--- src/logic/line_hook_pkg.sv ---
// shared constants and types for the line hook / termination controller
package line_hook_pkg;
	// register indices; byte address is four times the index
	localparam logic [4:0] IDX_HOOK = 5'h05;
	localparam logic [4:0] IDX_LINK = 5'h06;
	localparam logic [4:0] IDX_TERM = 5'h10;
	localparam logic [4:0] IDX_CFG = 5'h12;
	localparam logic [4:0] IDX_STAT = 5'h13;
	// hook register fields
	localparam int HOOK_CTL_POS = 0;
	localparam int HOOK_PEN_POS = 1;
	localparam int HOOK_MON_POS = 3;
	// link register fields
	localparam int LINK_PD_POS = 3;
	// termination register fields
	localparam int TERM_DC_POS = 0;
	localparam int TERM_AC_POS = 2;
	// config register fields
	localparam int CFG_MEAS_POS = 2;
	localparam int CFG_VADJ_POS = 4;
	// status register fields
	localparam int STAT_DROP_POS = 1;
	localparam int STAT_SENSE_POS = 3;
	localparam int STAT_VALID_POS = 0;
	// reset values
	localparam logic [1:0] DC_TERM_RST = 2'h2;
	localparam logic LINK_PD_RST = 1'b1;
	// dc termination modes
	localparam logic [1:0] DC_LOWEST = 2'h0;
	localparam logic [1:0] DC_LOWER = 2'h1;
	localparam logic [1:0] DC_STANDARD = 2'h2;
	localparam logic [1:0] DC_LIMIT = 2'h3;
	// sense scaling: voltage input in 50 mV steps, current in mA
	localparam int V_FIRST_STEP = 60;
	localparam int V_STEP = 55;
	localparam int I_STEP = 3;
	localparam int I_OVL_MA = 140;
	localparam int I_OVL_LIMIT_MA = 56;
	localparam logic [4:0] CODE_ZERO = 5'h00;
	localparam logic [4:0] CODE_MIN = 5'h01;
	localparam logic [4:0] CODE_OVL = 5'h1F;
	// off-hook settling in sample periods, including filter delay
	localparam int SETTLE_FS = 1548;
	localparam int GROUP_DELAY_FS = 12;
	// AHB-Lite
	localparam logic [1:0] HTRANS_NONSEQ = 2'h2;
	// analog front-end readings
	typedef struct packed {
		logic [10:0] volt;
		logic [7:0] curr_ma;
		logic present;
		logic [4:0] monitor;
	} afe_in_t;
	// termination controls towards the line side
	typedef struct packed {
		logic hook_switch_on;
		logic [1:0] dc_term_select;
		logic ac_term_select;
		logic voltage_adjust_bit;
		logic current_limit_on;
	} term_out_t;
	typedef enum logic [1:0] {
		ST_ONHOOK,
		ST_SETTLE,
		ST_READY
	} hook_state_t;
endpackage

--- src/logic/line_hook_termination_ctrl.sv ---
// line hook, termination select and line sense controller
`timescale 1ns/100ps
`default_nettype none
module line_hook_termination_ctrl
	import line_hook_pkg::*;
#(
	parameter int SETTLE = SETTLE_FS
) (
	// clock and reset
	input wire logic core_clk,
	input wire logic rst,
	// AHB-Lite slave
	input wire logic hsel,
	input wire logic [31:0] haddr,
	input wire logic [1:0] htrans,
	input wire logic hwrite,
	input wire logic [2:0] hsize,
	input wire logic [31:0] hwdata,
	input wire logic hready,
	output logic hreadyout,
	output logic [31:0] hrdata,
	output logic hresp,
	// sample-rate tick from the clock generator
	input wire logic fs_tick,
	// hook request pin, active low
	input wire logic hook_request_n,
	// analog front-end readings
	input wire afe_in_t afe_in,
	// line side controls and status
	output term_out_t term_out,
	output logic line_data_valid
);
	// registers
	logic hook_control_bit_ff, nxt_hook_control_bit;
	logic hook_pin_enable_ff, nxt_hook_pin_enable;
	logic onhook_monitor_enable_ff, nxt_onhook_monitor_enable;
	logic link_powerdown_ff, nxt_link_powerdown;
	logic [1:0] dc_term_select_ff, nxt_dc_term_select;
	logic ac_term_select_ff, nxt_ac_term_select;
	logic meas_select_ff, nxt_meas_select;
	logic voltage_adjust_bit_ff, nxt_voltage_adjust_bit;
	// bus pipeline
	logic wr_pend_ff, nxt_wr_pend;
	logic [4:0] wr_idx_ff, nxt_wr_idx;
	logic [31:0] hrdata_ff, nxt_hrdata;
	// pin synchroniser
	logic [2:0] pin_sync_ff, nxt_pin_sync;
	logic pin_low_ff, nxt_pin_low;
	// hook sequencing
	hook_state_t state_ff, nxt_state;
	logic [10:0] settle_ff, nxt_settle;
	// sense and line outputs
	logic [4:0] line_sense_code_ff, nxt_line_sense_code;
	logic line_dropout_flag_ff, nxt_line_dropout_flag;
	term_out_t term_ff, nxt_term;

	logic addr_ok;
	logic [4:0] addr_idx;
	logic off_hook_req;
	logic [4:0] volt_code;
	logic [4:0] curr_code;
	logic [30:0] v_therm;
	logic [29:0] i_therm;
	logic [7:0] ovl_ma;

	assign addr_idx = haddr[6:2];
	assign addr_ok = hsel && hready && htrans == HTRANS_NONSEQ;

	// bus registers
	always_comb begin
		nxt_hook_control_bit = hook_control_bit_ff;
		nxt_hook_pin_enable = hook_pin_enable_ff;
		nxt_onhook_monitor_enable = onhook_monitor_enable_ff;
		nxt_link_powerdown = link_powerdown_ff;
		nxt_dc_term_select = dc_term_select_ff;
		nxt_ac_term_select = ac_term_select_ff;
		nxt_meas_select = meas_select_ff;
		nxt_voltage_adjust_bit = voltage_adjust_bit_ff;
		nxt_wr_pend = addr_ok && hwrite;
		nxt_wr_idx = addr_ok ? addr_idx : wr_idx_ff;
		nxt_hrdata = hrdata_ff;
		if (wr_pend_ff) begin
			case (wr_idx_ff)
				IDX_HOOK: begin
					nxt_hook_control_bit = hwdata[HOOK_CTL_POS];
					nxt_hook_pin_enable = hwdata[HOOK_PEN_POS];
					nxt_onhook_monitor_enable = hwdata[HOOK_MON_POS];
				end
				IDX_LINK: nxt_link_powerdown = hwdata[LINK_PD_POS];
				IDX_TERM: begin
					nxt_dc_term_select = hwdata[TERM_DC_POS +: 2];
					nxt_ac_term_select = hwdata[TERM_AC_POS];
				end
				IDX_CFG: begin
					nxt_meas_select = hwdata[CFG_MEAS_POS];
					nxt_voltage_adjust_bit = hwdata[CFG_VADJ_POS];
				end
				default: ;
			endcase
		end
		// read data is captured in the address phase, so a read right
		// after a write to the same register returns the old value
		if (addr_ok && !hwrite) begin
			nxt_hrdata = 32'h0000_0000;
			if (haddr[31:7] == 25'h000_0000) begin
				case (addr_idx)
					IDX_HOOK: begin
						nxt_hrdata[HOOK_CTL_POS] = hook_control_bit_ff;
						nxt_hrdata[HOOK_PEN_POS] = hook_pin_enable_ff;
						nxt_hrdata[HOOK_MON_POS] = onhook_monitor_enable_ff;
					end
					IDX_LINK: nxt_hrdata[LINK_PD_POS] = link_powerdown_ff;
					IDX_TERM: begin
						nxt_hrdata[TERM_DC_POS +: 2] = dc_term_select_ff;
						nxt_hrdata[TERM_AC_POS] = ac_term_select_ff;
					end
					IDX_CFG: begin
						nxt_hrdata[CFG_MEAS_POS] = meas_select_ff;
						nxt_hrdata[CFG_VADJ_POS] = voltage_adjust_bit_ff;
					end
					IDX_STAT: begin
						nxt_hrdata[STAT_SENSE_POS +: 5] = line_sense_code_ff;
						nxt_hrdata[STAT_DROP_POS] = line_dropout_flag_ff;
						nxt_hrdata[STAT_VALID_POS] = line_data_valid;
					end
					default: ;
				endcase
			end
		end
	end

	always_ff @(posedge core_clk or posedge rst) begin
		if (rst) begin
			hook_control_bit_ff <= 1'b0;
			hook_pin_enable_ff <= 1'b0;
			onhook_monitor_enable_ff <= 1'b0;
			link_powerdown_ff <= LINK_PD_RST;
			dc_term_select_ff <= DC_TERM_RST;
			ac_term_select_ff <= 1'b0;
			meas_select_ff <= 1'b0;
			voltage_adjust_bit_ff <= 1'b0;
			wr_pend_ff <= 1'b0;
			wr_idx_ff <= 5'h00;
			hrdata_ff <= 32'h0000_0000;
		end else begin
			hook_control_bit_ff <= nxt_hook_control_bit;
			hook_pin_enable_ff <= nxt_hook_pin_enable;
			onhook_monitor_enable_ff <= nxt_onhook_monitor_enable;
			link_powerdown_ff <= nxt_link_powerdown;
			dc_term_select_ff <= nxt_dc_term_select;
			ac_term_select_ff <= nxt_ac_term_select;
			meas_select_ff <= nxt_meas_select;
			voltage_adjust_bit_ff <= nxt_voltage_adjust_bit;
			wr_pend_ff <= nxt_wr_pend;
			wr_idx_ff <= nxt_wr_idx;
			hrdata_ff <= nxt_hrdata;
		end
	end

	assign hreadyout = 1'b1;
	assign hresp = 1'b0;
	assign hrdata = hrdata_ff;

	// hook pin: three stages, a change counts once stages two and three agree
	always_comb begin
		nxt_pin_sync = {pin_sync_ff[1:0], hook_request_n};
		nxt_pin_low = pin_low_ff;
		if (pin_sync_ff[1] == pin_sync_ff[2])
			nxt_pin_low = !pin_sync_ff[2];
	end

	always_ff @(posedge core_clk or posedge rst) begin
		if (rst) begin
			pin_sync_ff <= 3'h7;
			pin_low_ff <= 1'b0;
		end else begin
			pin_sync_ff <= nxt_pin_sync;
			pin_low_ff <= nxt_pin_low;
		end
	end

	// pin only counts when enabled; either source seizes the line
	assign off_hook_req = hook_control_bit_ff ||
		(hook_pin_enable_ff && pin_low_ff);

	// voltage code: first step at 3 V, then 2.75 V per code
	// current code: 3 mA per code, floor at one when usable
	for (genvar k = 0; k < 31; k++) begin : g_volt
		assign v_therm[k] = afe_in.volt >=
			11'(V_FIRST_STEP + k * V_STEP);
	end
	for (genvar k = 0; k < 30; k++) begin : g_curr
		assign i_therm[k] = afe_in.curr_ma >= 8'((k + 1) * I_STEP);
	end

	always_comb begin
		volt_code = CODE_ZERO;
		curr_code = CODE_ZERO;
		for (int k = 0; k < 31; k++)
			volt_code = volt_code + {4'h0, v_therm[k]};
		for (int k = 0; k < 30; k++)
			curr_code = curr_code + {4'h0, i_therm[k]};
		ovl_ma = (dc_term_select_ff == DC_LIMIT) ? 8'(I_OVL_LIMIT_MA) :
			8'(I_OVL_MA);
		if (!afe_in.present)
			curr_code = CODE_ZERO;
		else if (afe_in.curr_ma > ovl_ma)
			curr_code = CODE_OVL;
		else if (curr_code == CODE_ZERO)
			curr_code = CODE_MIN;
	end

	// hook sequencing and settle count in sample periods
	always_comb begin
		nxt_state = state_ff;
		nxt_settle = settle_ff;
		case (state_ff)
			ST_ONHOOK: begin
				nxt_settle = 11'(SETTLE - 1);
				if (off_hook_req && !link_powerdown_ff)
					nxt_state = ST_SETTLE;
			end
			ST_SETTLE: begin
				if (fs_tick) begin
					if (settle_ff == 11'h000)
						nxt_state = ST_READY;
					else
						nxt_settle = settle_ff - 11'h001;
				end
			end
			ST_READY: ;
			default: nxt_state = ST_ONHOOK;
		endcase
		// dropping the request or the link restarts from on-hook
		if (!off_hook_req || link_powerdown_ff)
			nxt_state = ST_ONHOOK;
	end

	always_ff @(posedge core_clk or posedge rst) begin
		if (rst) begin
			state_ff <= ST_ONHOOK;
			settle_ff <= 11'h000;
		end else begin
			state_ff <= nxt_state;
			settle_ff <= nxt_settle;
		end
	end

	assign line_data_valid = state_ff == ST_READY;

	// sense field and termination selects update on sample ticks; the hook switch follows every cycle
	always_comb begin
		nxt_line_sense_code = line_sense_code_ff;
		nxt_line_dropout_flag = line_dropout_flag_ff;
		nxt_term = term_ff;
		if (fs_tick) begin
			nxt_term.dc_term_select = dc_term_select_ff;
			nxt_term.ac_term_select = ac_term_select_ff;
			nxt_term.voltage_adjust_bit = voltage_adjust_bit_ff;
			nxt_term.current_limit_on = dc_term_select_ff == DC_LIMIT;
			nxt_line_dropout_flag = 1'b0;
			if (link_powerdown_ff) begin
				nxt_line_sense_code = CODE_ZERO;
			end else if (off_hook_req) begin
				nxt_line_sense_code = curr_code;
				nxt_line_dropout_flag = curr_code == CODE_ZERO &&
					!afe_in.present;
			end else if (meas_select_ff) begin
				nxt_line_sense_code = volt_code;
			end else if (onhook_monitor_enable_ff) begin
				nxt_line_sense_code = afe_in.monitor;
			end else begin
				nxt_line_sense_code = CODE_ZERO;
			end
		end
		nxt_term.hook_switch_on = off_hook_req && !link_powerdown_ff;
	end

	always_ff @(posedge core_clk or posedge rst) begin
		if (rst) begin
			line_sense_code_ff <= CODE_ZERO;
			line_dropout_flag_ff <= 1'b0;
			term_ff <= '{hook_switch_on: 1'b0, dc_term_select: DC_TERM_RST,
				ac_term_select: 1'b0, voltage_adjust_bit: 1'b0,
				current_limit_on: 1'b0};
		end else begin
			line_sense_code_ff <= nxt_line_sense_code;
			line_dropout_flag_ff <= nxt_line_dropout_flag;
			term_ff <= nxt_term;
		end
	end

	assign term_out = term_ff;
endmodule // line_hook_termination_ctrl
`default_nettype wire

--- config.mk ---
export PLATFORM = sky130hd
export DESIGN_NAME = line_hook_termination_ctrl
export DESIGN_NICKNAME = d
export VERILOG_FILES = /design/src/logic/line_hook_pkg.sv /design/src/logic/line_hook_termination_ctrl.sv
export SDC_FILE = /design/constraint.sdc
export NUM_CORES = 1
export LEC_CHECK = 0
export BUFFER_PORTS_ARGS = -buffer_cell sky130_fd_sc_hd__buf_2
export CAP_MARGIN = 20
export CORE_MARGIN = 8
export CORE_UTILIZATION = 49
export DETAILED_ROUTE_END_ITERATION = 10
export GPL_TIMING_DRIVEN = 0
export PLACE_DENSITY = 0.8
export SETUP_SLACK_MARGIN = 0.4
export SYNTH_ARGS = -nofsm -noshare
export SYNTH_HDL_FRONTEND = slang
export SYNTH_SLANG_ARGS = --single-unit
--- constraint.sdc ---
create_clock -name core_clk -period 2.5 [get_ports core_clk]
set_clock_uncertainty 0.15 [all_clocks]
set_input_delay 0.75 -clock core_clk [delete_from_list [all_inputs] [get_ports core_clk]]
set_output_delay 0.75 -clock core_clk [all_outputs]
set_load 0.05 [all_outputs]
=== Word level (Yosys, flattened, before mapping) ===
Index checks and enable logic that the tools add are counted.
W data, S select, Z words.

* Flip-flop bits (word level): 52
* Latch bits: 0
* Bits in writable memories: 0
* ROM bits: 0
* Input port bits: 101
* Memories kept: 0

* Add/sub/neg operators: 60
* Multipliers: 0
* Div/mod/pow operators: 0
* Magnitude comparators: 62
* Equal/unequal tests: 20
* Shift-type cells: 0
* Multiplexer cells: 24
* Bitwise logic cells: 0
* Reductions and logical operators: 26

{| class="wikitable"
|+ Operator list
! operator !! count
|-
| $add A5 B1 Y5 || 51
|-
| $ge A11 B11 Y1 const B || 13
|-
| $ge A11 B10 Y1 const B || 9
|-
| $ge A8 B6 Y1 const B || 11
|-
| $ge A8 B7 Y1 const B || 9
|-
| $ge A11 B9 Y1 const B || 5
|-
| $ge A8 B5 Y1 const B || 5
|-
| $mux W5 || 7
|-
| $eq A5 B5 Y1 const B || 5
|-
| $logic_not A25 Y1 || 1
|-
| $ge A8 B4 Y1 const B || 3
|-
| $ge A11 B8 Y1 const B || 2
|-
| $mux W11 || 2
|-
| $pmux W11 S2 || 1
|-
| $eq A5 B3 Y1 const B || 4
|-
| $mux W8 || 2
|-
| $pmux W2 S3 || 2
|-
| $ge A11 B6 Y1 const B || 1
|-
| $ge A11 B7 Y1 const B || 1
|-
| $logic_not A11 Y1 || 1
|-
| $sub A11 B1 Y11 const B || 1
|-
| $add A4 B1 Y5 || 2
|-
| $logic_not A5 Y1 || 2
|-
| $ne A3 B3 Y1 const B || 3
|-
| other kinds (24) || 49
|}

=== Logic depth before layout (Yosys ltp) ===
Gate-level depths: netlist (run 1).

* Depth in word-level cells: 38
* Gate-level depth with buffers: 22

=== Worst setup path after synthesis (run 1) ===
Ideal clock, no wire load.

* Kind: input-to-reg
* From: input port afe_in[24] (netlist bit)
* To: register line_sense_code_ff[4]
* Library setup time: 0.122 ns
* Data arrival time: 6.655 ns
* Required time: 2.228 ns
* Path slack: -4.427 ns
* Cell stages on the path: 19
* Path buffers: 1
* Cells stage by stage: clkbuf_1 -> nor2_1 -> nand2_1 -> a2111oi_0 -> fa_1 -> fa_1 -> fa_1 -> fa_1 -> inv_1 -> fa_1 -> fa_1 -> inv_1 -> fa_1 -> fa_1 -> nand2b_1 -> a21oi_1 -> xor2_1 -> a221o_1 -> a32o_1

* Longest elaborated chain between the ends: 34
* Elaborated cells on any way between the ends: 64
* Classes of those cells: add/sub (30); order compare (31); mux (3)

{| class="wikitable"
|+ Ends and longest elaborated chain
! item !! RTL line !! source
|-
| from (decl) || line_hook_termination_ctrl.sv:28 || <nowiki>input wire afe_in_t afe_in,</nowiki>
|-
| $ge A11 B6 Y1 / $ge A11 B7 Y1 (equally long branches) || line_hook_termination_ctrl.sv:189 || <nowiki>assign v_therm[k] = afe_in.volt >=</nowiki>
|-
| $add A1 B1 Y2 || line_hook_termination_ctrl.sv:200 || <nowiki>volt_code = volt_code + {4'h0, v_therm[k]};</nowiki>
|-
| $add A2 B1 Y3 || line_hook_termination_ctrl.sv:200 ||
|-
| $add A3 B1 Y4 || line_hook_termination_ctrl.sv:200 ||
|-
| $add A4 B1 Y5 || line_hook_termination_ctrl.sv:200 ||
|-
| $add A5 B1 Y5 (25 in a row) || line_hook_termination_ctrl.sv:200 ||
|-
| $add A5 B1 Y5 (*) || line_hook_termination_ctrl.sv:200 ||
|-
| $mux W5 (*) || line_hook_termination_ctrl.sv:268 || <nowiki>end else if (meas_select_ff) begin</nowiki>
|-
| $mux W5 (*) || line_hook_termination_ctrl.sv:264 || <nowiki>end else if (off_hook_req) begin</nowiki>
|-
| $mux W5 (*) || line_hook_termination_ctrl.sv:262 || <nowiki>if (link_powerdown_ff) begin</nowiki>
|-
| to (signal assigned) || line_hook_termination_ctrl.sv:287 || <nowiki>line_sense_code_ff <= nxt_line_sense_code;</nowiki>
|-
| to (decl) || line_hook_termination_ctrl.sv:53 || <nowiki>logic [4:0] line_sense_code_ff, nxt_line_sense_code;</nowiki>
|}

Mark *: on every way between the ends. The rest lies on a longest branch, timed or not.
A chain may end at the register's enable or synchronous reset.

=== Worst setup path in the final report (run 1) ===
* From: input port afe_in[17] (netlist bit)
* To: register line_sense_code_ff[4]

The elaborated chain is that of the path after synthesis.

==> flow_summary_export.csv, run 1 <==
group,metric,value,unit
outcome,status,"finished, violations left",
outcome,violations,"negative setup slack",
timing,setup_viol,5,
worst_hold_path,hold_path.class,"in2async",
die,core,0.0104,mm²
global_route,grt.total_usage,20.2,%
setup_path,path_max_fanout,7,
setup_path,path_cells,"buf_8 > and3_4 > a21oi_4 > nor2b_1 > o31a_1 > fa_1 > fa_1 > inv_2 > fa_1 > fa_1 > inv_1 > fa_2 > fa_1 > inv_2 > fa_2 > fa_2 > nand2b_4 > a21oi_2 > xor2_1 > a221o_1 > a32o_1",
clocking,numCtsBuffers,5,
setup_path,cp_common_cell,"fa_1",
final_layout,antenna_cells,0,
final_layout,syn_to_final_growth,32.0,%
die,die-area,0.0143,mm²
global_route,grt_pass1_vias,5127,
power,p_sw_share,46.1,%
synth,synth.distinct_cells,67,
setup_path,required,2.55,ns
clocking,clock_latency,0.30,ns
timing,max_freq,156,MHz
synth,synth_ff_type,"dfrtp_1",
job,cap_violations,0,
final_layout,final_area,0.00691,mm²
clocking,cts_buffer_depth,2,
timing,setup_ws,-3.90,ns
synth,yosysSeqAreaShare,25.0,%
timing,max-slew-margin-rel,58.9,%
setup_path,startpoint_type,"input pin",
routing,antenna_left,0,
power,clkPwrFrac,8.4,%
power,p_seq_share,17.8,%
synth,syn_area,0.00524,mm²
placed_design,dp.cells,825,
placed_design,placed_cell_area,0.00608,mm²
placed_design,place_congestion,0.934,
routing,wl_per_cell,17.2,µm
global_route,grt_pass1_wl,24.2,mm
clocking,cts_root_buffer,"clkbuf_8",
routing,initialDrtViolationCount,368,
setup_path,crit_path_max_incr_delay,0.57,ns
timing,final-max-slew-violation-count,0,
timing,worstMarginPinSlew,0.617,ns
die,die_w,119,µm
setup_path,r2r_start,"dc_term_select_ff[1]$_DFFE_PP1P_",
setup_path,startpoint,"afe_in[17]",
synth,synth_area_per_cell,8.91,µm²
setup_path,critPathKind,"in2reg",
power,vdd_ir_drop_max,1.17,mV
global_route,antenna_found_initial,0,
final_layout,layout-drive-gt1-share,38.6,%
setup_path,critPathArrivalTime,6.44,ns
clocking,clkSinkCount,52,
synth,async_flop_share,100,%
final_layout,nNetsFinal,891,
clocking,h-tree-depth,2,
power,leakagePower,3.13,nW
routing,dr.pass1.iters,5,
die,die_h,119,µm
global_route,grt_overflow_total,0,
synth,yosys_warnings,0,
power,powerDensity,797,mW/mm²
routing,vias,4838,
timing,hold_violations,0,
power,total_power,0.00551,W
routing,wirelength,14.8,mm
clocking,cts_hold_buf,0,
power,p_switching,0.00254,W
die,rows,37,
synth,ys_ff_latch,52,
die,start_util,50.5,%
routing,viasPerCell,5.61,
power,internal_power,0.00297,W
setup_path,cp-end-kind,"flop",
die,pin_count,142,
global_route,grt_max_degree,53,
setup_path,reg2reg_slack,-0.22,ns
timing,finalSetupTns,-18.50,ns
placed_design,dp_hpwl,11.2,mm
clocking,cts_tree,"done",
synth,syn-instance-count,588,
timing,fin_crit_sh,256,%
timing,rsz0062_at_grt,"yes",
timing,post-route-min-period,6.40,ns
routing,drcViolationCount,0,
power,pwr-share-comb,73.9,%
placed_design,io_buffers,77,
synth,synth_edf_count,0,
setup_path,slowest_stage,"fa_1",
final_layout,fin_cells,862,
clocking,clk_pin_slew,0.10,ns
==> Yosys cell counts (3+ instances only) <==
cell,count,area (µm²)
dfrtp_1,46,1150
nand4_1,3,18.8
or3_1,6,37.5
a31oi_1,8,50.1
a22o_1,4,35.0
nor3_1,13,65.1
nand2b_1,15,93.8
nor4_1,10,62.6
and3_1,3,18.8
a21oi_1,30,150
o21ai_0,35,175
a21o_1,10,75.1
a211o_1,3,26.3
o211ai_1,5,37.5
or2_2,6,37.5
o31ai_1,10,75.1
nor2_1,36,135
nand3_1,8,40.0
buf_4,26,195
inv_1,53,199
a221o_1,4,40.0
nand2_1,56,210
dfstp_2,6,158
mux2_2,20,225
xnor2_1,3,26.3
nor2b_1,10,62.6
ha_1,20,250
or4_1,3,22.5
o21a_1,4,30.0
xor2_1,6,52.6
nor3b_1,6,45.0
clkbuf_1,24,90.1
fa_1,45,901
==> layout make-up <==
cell class / count / area, µm²
Buffer: 55 / 485
Clock buffer: 7 / 76.3
Clock inverter: 1 / 5.00
Fill cell: 818 / 3460
Inverter: 53 / 203
Multi-Input combinational cell: 452 / 3920
Sequential cell: 52 / 1310
Tap cell: 136 / 170
Timing Repair Buffer: 106 / 743
==> critical path: cells and delay by family <==
family	cells	cell delay, ns
compound gates	5	1.08
xor+xnor	1	0.08
fa+ha+maj	8	3.84
buf+inv	4	0.27
simple gates	3	0.41
==> sequential cells by signal, indices dropped and copies added, names as in the netlist <==
signal                    flops
settle_ff                    11
hrdata                        8
term_out                      6
line_sense_code_ff            5
wr_idx_ff                     5
pin_sync_ff                   3
dc_term_select_ff             2
state_ff                      2
ac_term_select_ff             1
hook_control_bit_ff           1
hook_pin_enable_ff            1
line_dropout_flag_ff          1
link_powerdown_ff             1
meas_select_ff                1
onhook_monitor_enable_ff      1
pin_low_ff                    1
voltage_adjust_bit_ff         1
wr_pend_ff                    1
==> stage by stage <==
step | hold slack [ns] | worst slack, ns | utilization (%)
2_1_floorplan | 0.195 | -3.90 | -
3_3_place_gp | 0.196 | -4.36 | 58.6
3_5_place_dp | 0.198 | -4.47 | 58.6
4_1_cts | 0.205 | -3.90 | 63.0
5_1_grt | 0.194 | -4.06 | 66.7
6_report | 0.195 | -3.90 | 66.7
==> placed cells by master, fill, tap and decap left out, types with 6 or more instances in the layout <==
| cell type | n |
|---|---|
| nor4_1 | 9 |
| nand3_1 | 8 |
| conb_1 | 26 |
| inv_1 | 43 |
| a21oi_2 | 10 |
| clkbuf_2 | 7 |
| nor2_1 | 29 |
| a21o_1 | 10 |
| fa_1 | 38 |
| nand2_1 | 51 |
| nor3_1 | 8 |
| buf_6 | 10 |
| a21oi_1 | 17 |
| a31oi_1 | 8 |
| o31ai_1 | 10 |
| buf_4 | 50 |
| nor2b_1 | 9 |
| mux2_2 | 20 |
| buf_8 | 7 |
| dfstp_2 | 6 |
| ha_1 | 17 |
| o21ai_0 | 28 |
| clkbuf_8 | 11 |
| buf_2 | 69 |
| xor2_1 | 6 |
| fa_2 | 7 |
| inv_2 | 9 |
| clkbuf_1 | 6 |
| nand2b_1 | 12 |
| dfrtp_1 | 45 |
==> power groups by stage <==
| stage | Combinational [W] | Clock, W | Sequential, W |
|---|---|---|---|
| 3_5_place_dp | 0.00361 | 0 | 0.000990 |
| 4_1_cts | 0.00394 | 0.000461 | 0.000976 |
| 6_report | 0.00407 | 0.000460 | 0.000978 |
| 3_3_place_gp | 0.00339 | 0 | 0.000985 |
| 5_1_grt | 0.00466 | 0.000512 | 0.000987 |
| 2_1_floorplan | 0.00279 | 0 | 0.00100 |
==> path summary, 6_finish.rpt <==
| check | endpoint | cells after the start |
|---|---|---|
| setup / recovery | line_sense_code_ff[4]$_DFFE_PP0P_ | 21 |
| hold / removal | settle_ff[1]$_DFFE_PP0P_ | 2 |
| setup reg to reg | line_sense_code_ff[0]$_DFFE_PP0P_ | 7 |
| hold reg to reg | pin_sync_ff[1]$_DFF_PP1_ | 0 |
| max in group asynchronous | link_powerdown_ff$_DFFE_PP1P_ | 3 |
| min in group core_clk | pin_sync_ff[1]$_DFF_PP1_ | 0 |
==> timing repair <==
action	CTS	global route
buffers inserted	15	13
resized for setup	72	69
setup endpoints to repair	20	13
pin swaps	19	37
==> logic make-up (layout without fill, tap and decap cells) <==
group	count (synthesis)	in the layout	share of synthesized area (%)
compound gates	140	140	17.7
xor+xnor	9	9	1.50
fa+ha+maj	65	65	22.0
buf+inv	108	222	9.94
flops	52	52	25.0
mux	21	21	4.49
other cells	2	26	0.143
simple gates	191	191	19.3
==> per-layer routing <==
layer | global-route usage [%] | vias up | share of wire [%]
met2 | 36.6 | 163 | 52
met1 | 24.0 | 2361 | 41
li1 | - | 2280 | -
met3 | 3.45 | 34 | 4.9
met5 | 0 | - | 0
met4 | 5.54 | 0 | 2.5
No activity file was read; power rests on OpenSTA's default activity.
==> run 2: changes to the inputs <==
--- a/config.mk
+++ b/config.mk
@@ -9,8 +9,10 @@
 export CAP_MARGIN = 20
 export CORE_MARGIN = 8
 export CORE_UTILIZATION = 49
+export CTS_CLUSTER_SIZE = 12
 export DETAILED_ROUTE_END_ITERATION = 10
 export GPL_TIMING_DRIVEN = 0
+export MAX_ROUTING_LAYER = met4
 export PLACE_DENSITY = 0.8
 export SETUP_SLACK_MARGIN = 0.4
 export SYNTH_ARGS = -nofsm -noshare
==> run 2 against run 1 <==
Against the previous run:
- the run still ends with negative setup slack left
- via count rose by 1.4%
- sequential cell count did not move
- combinational power rose by 9.1%
- core utilization rose by 0.53 points
- register-to-register slack barely moved
- routed wire length fell by 1.1%
- clock-buffer cell count fell by 2
==> flow_summary_export.csv, run 2 (same netlist as run 1, synthesis figures left out) <==
group,metric,value,unit
outcome,status,"finished, violations left",
outcome,violations,"negative setup slack",
setup_path,path_cells,"buf_6 > clkbuf_8 > a21oi_4 > o211ai_1 > a21o_1 > fa_1 > inv_1 > fa_1 > fa_1 > fa_1 > inv_1 > fa_2 > fa_1 > inv_2 > fa_2 > fa_2 > nand2b_4 > a21oi_2 > xor2_1 > a221o_1 > a32o_1",
placed_design,place_congestion,0.951,
die,pin_count,142,
clocking,clock_latency,0.31,ns
timing,holdWs,0.213,ns
setup_path,startpoint,"afe_in[16]",
routing,vias,4906,
routing,wirelength,14.6,mm
die,core,0.0104,mm²
routing,wl_per_cell,16.8,µm
power,leakagePower,3.19,nW
setup_path,critical-path-top-delay-family,"adder cells",
setup_path,r2r_start,"dc_term_select_ff[0]$_DFFE_PP0P_",
final_layout,syn_to_final_growth,33.0,%
power,p_sw_share,44.4,%
routing,viasPerCell,5.62,
power,p_switching,0.00261,W
timing,setup_ws,-3.86,ns
power,powerDensity,845,mW/mm²
die,die_w,119,µm
final_layout,final_util,67.2,%
die,rows,37,
timing,max_freq,157,MHz
routing,dr.pass1.iters,5,
setup_path,slowest_stage,"fa_1",
timing,max-slew-margin-rel,62.2,%
clocking,h-tree-depth,2,
setup_path,path_max_fanout,10,
die,die-area,0.0143,mm²
placed_design,placed_cell_area,0.00608,mm²
setup_path,startpoint_type,"input pin",
setup_path,critPathArrivalTime,6.41,ns
power,pwr-share-comb,75.4,%
timing,finalSetupTns,-18.46,ns
final_layout,layout-drive-gt1-share,39.2,%
worst_hold_path,hold_path.class,"in2async",
timing,worstMarginPinSlew,0.567,ns
global_route,grt_pass1_vias,5093,
timing,post-route-min-period,6.36,ns
die,start_util,50.5,%
placed_design,io_buffers,77,
final_layout,final_area,0.00697,mm²
setup_path,required,2.55,ns
global_route,grt.total_usage,20.7,%
final_layout,nNetsFinal,902,
final_layout,final_cell_mix,"buf_2, buf_4, nand2_1",
power,vdd_ir_drop_max,1.64,mV
routing,initialDrtViolationCount,356,
timing,fin_crit_sh,254,%
routing,drcViolationCount,0,
power,internal_power,0.00327,W
clocking,clkSinkCount,52,
timing,setup_viol,5,
clocking,cts_root_buffer,"clkbuf_8",
global_route,grt_max_degree,53,
global_route,grt_overflow_total,0,
final_layout,regMostFlops,"settle_ff",
job,cap_violations,0,
clocking,cts_buffer_depth,2,
setup_path,crit_path_max_incr_delay,0.57,ns
clocking,numCtsBuffers,5,
power,clkPwrFrac,8.0,%
timing,final-max-slew-violation-count,0,
final_layout,antenna_cells,0,
placed_design,dp_hpwl,11.3,mm
clocking,cts_tree,"done",
power,p_seq_share,16.6,%
timing,hold_violations,0,
final_layout,largest_reg_flops,11,
clocking,clk_pin_slew,0.10,ns
routing,antenna_left,0,
global_route,grt_pass1_wl,24.0,mm
setup_path,cp_common_cell,"fa_1",
global_route,antenna_found_initial,0,
final_layout,final_common_cell,"buf_2",
setup_path,critPathKind,"in2reg",
timing,rsz0062_at_grt,"yes",
setup_path,cp-end-kind,"flop",
setup_path,worst-path-buf-inv,5,
die,die_h,119,µm
run 2: cell count changes in the layout (fill, tap and decap cells not counted), sizes merged:
cell,change
clkbuf,-3
buf,+12
clkinv,+2
run 2: metal layers:
| layer | part of all wire, % | global-route usage, % |
|---|---|---|
| met1 | 41 | 24.2 |
| met2 | 51 | 36.5 |
| met3 | 5.2 | 3.02 |
| met4 | 2.3 | 5.85 |
| met5 | 0 | - |
run 2: path summary, 6_finish.rpt:
| check | depth (start not counted) | end | slack [ns] |
|---|---|---|---|
| min | 2 | settle_ff[4]$_DFFE_PP0P_ | 0.21 |
| max in group asynchronous | 3 | dc_term_select_ff[1]$_DFFE_PP1P_ | 1.43 |
| min reg2reg | 0 | pin_sync_ff[1]$_DFF_PP1_ | 0.22 |
| max | 21 | line_sense_code_ff[4]$_DFFE_PP0P_ | -3.86 |
| max reg2reg | 8 | line_sense_code_ff[0]$_DFFE_PP0P_ | -0.22 |
| min in group core_clk | 0 | pin_sync_ff[1]$_DFF_PP1_ | 0.22 |
run 2: worst register-to-register path, delay by kind of cell (launching register included):
family	cells	cell delay, ns
AO/OA/AOI/OAI	3	0.77
adder cells (fa/ha/maj)	1	0.35
buffers and inverters	1	0.11
flip-flops	1	0.44
AND/OR/NAND/NOR	3	0.78
run 2: power groups by stage:
stage	clock [W]	combinational [W]	sequential [W]
floorplan	0	0.00279	0.00100
global placement	0	0.00338	0.000985
detailed placement	0	0.00356	0.000990
CTS	0.000477	0.00422	0.000974
global route	0.000516	0.00497	0.000984
finish	0.000471	0.00444	0.000977
run 2: area by class of cell:
type	instances	area [µm²]
flip-flops and latches	52	1310
well taps	136	170
inverters	53	203
multi-input cells	452	3910
fillers	794	3400
clock inverters	3	18.8
clock buffers	5	68.8
repair buffers	117	816
plain buffers	55	470
run 2: through the flow:
stage	instances	power, W	setup slack (ns)
finish	873	0.00589	-3.86
global route	873	0.00647	-4.06
CTS	860	0.00567	-3.93
detailed placement	825	0.00455	-4.43
global placement	825	0.00436	-4.39
floorplan	612	0.00380	-3.90
run 2: repair_timing:
| action | 4_1_cts | 5_1_grt |
|---|---|---|
| pin swaps | 36 | 52 |
| buffers inserted | 27 | 12 |
| endpoints found under the setup margin | 16 | 13 |
| endpoints found under the hold margin | 0 | 0 |
| gates cloned | 0 | 0 |
| hold buffers | 0 | 0 |
| resized for setup | 78 | 62 |
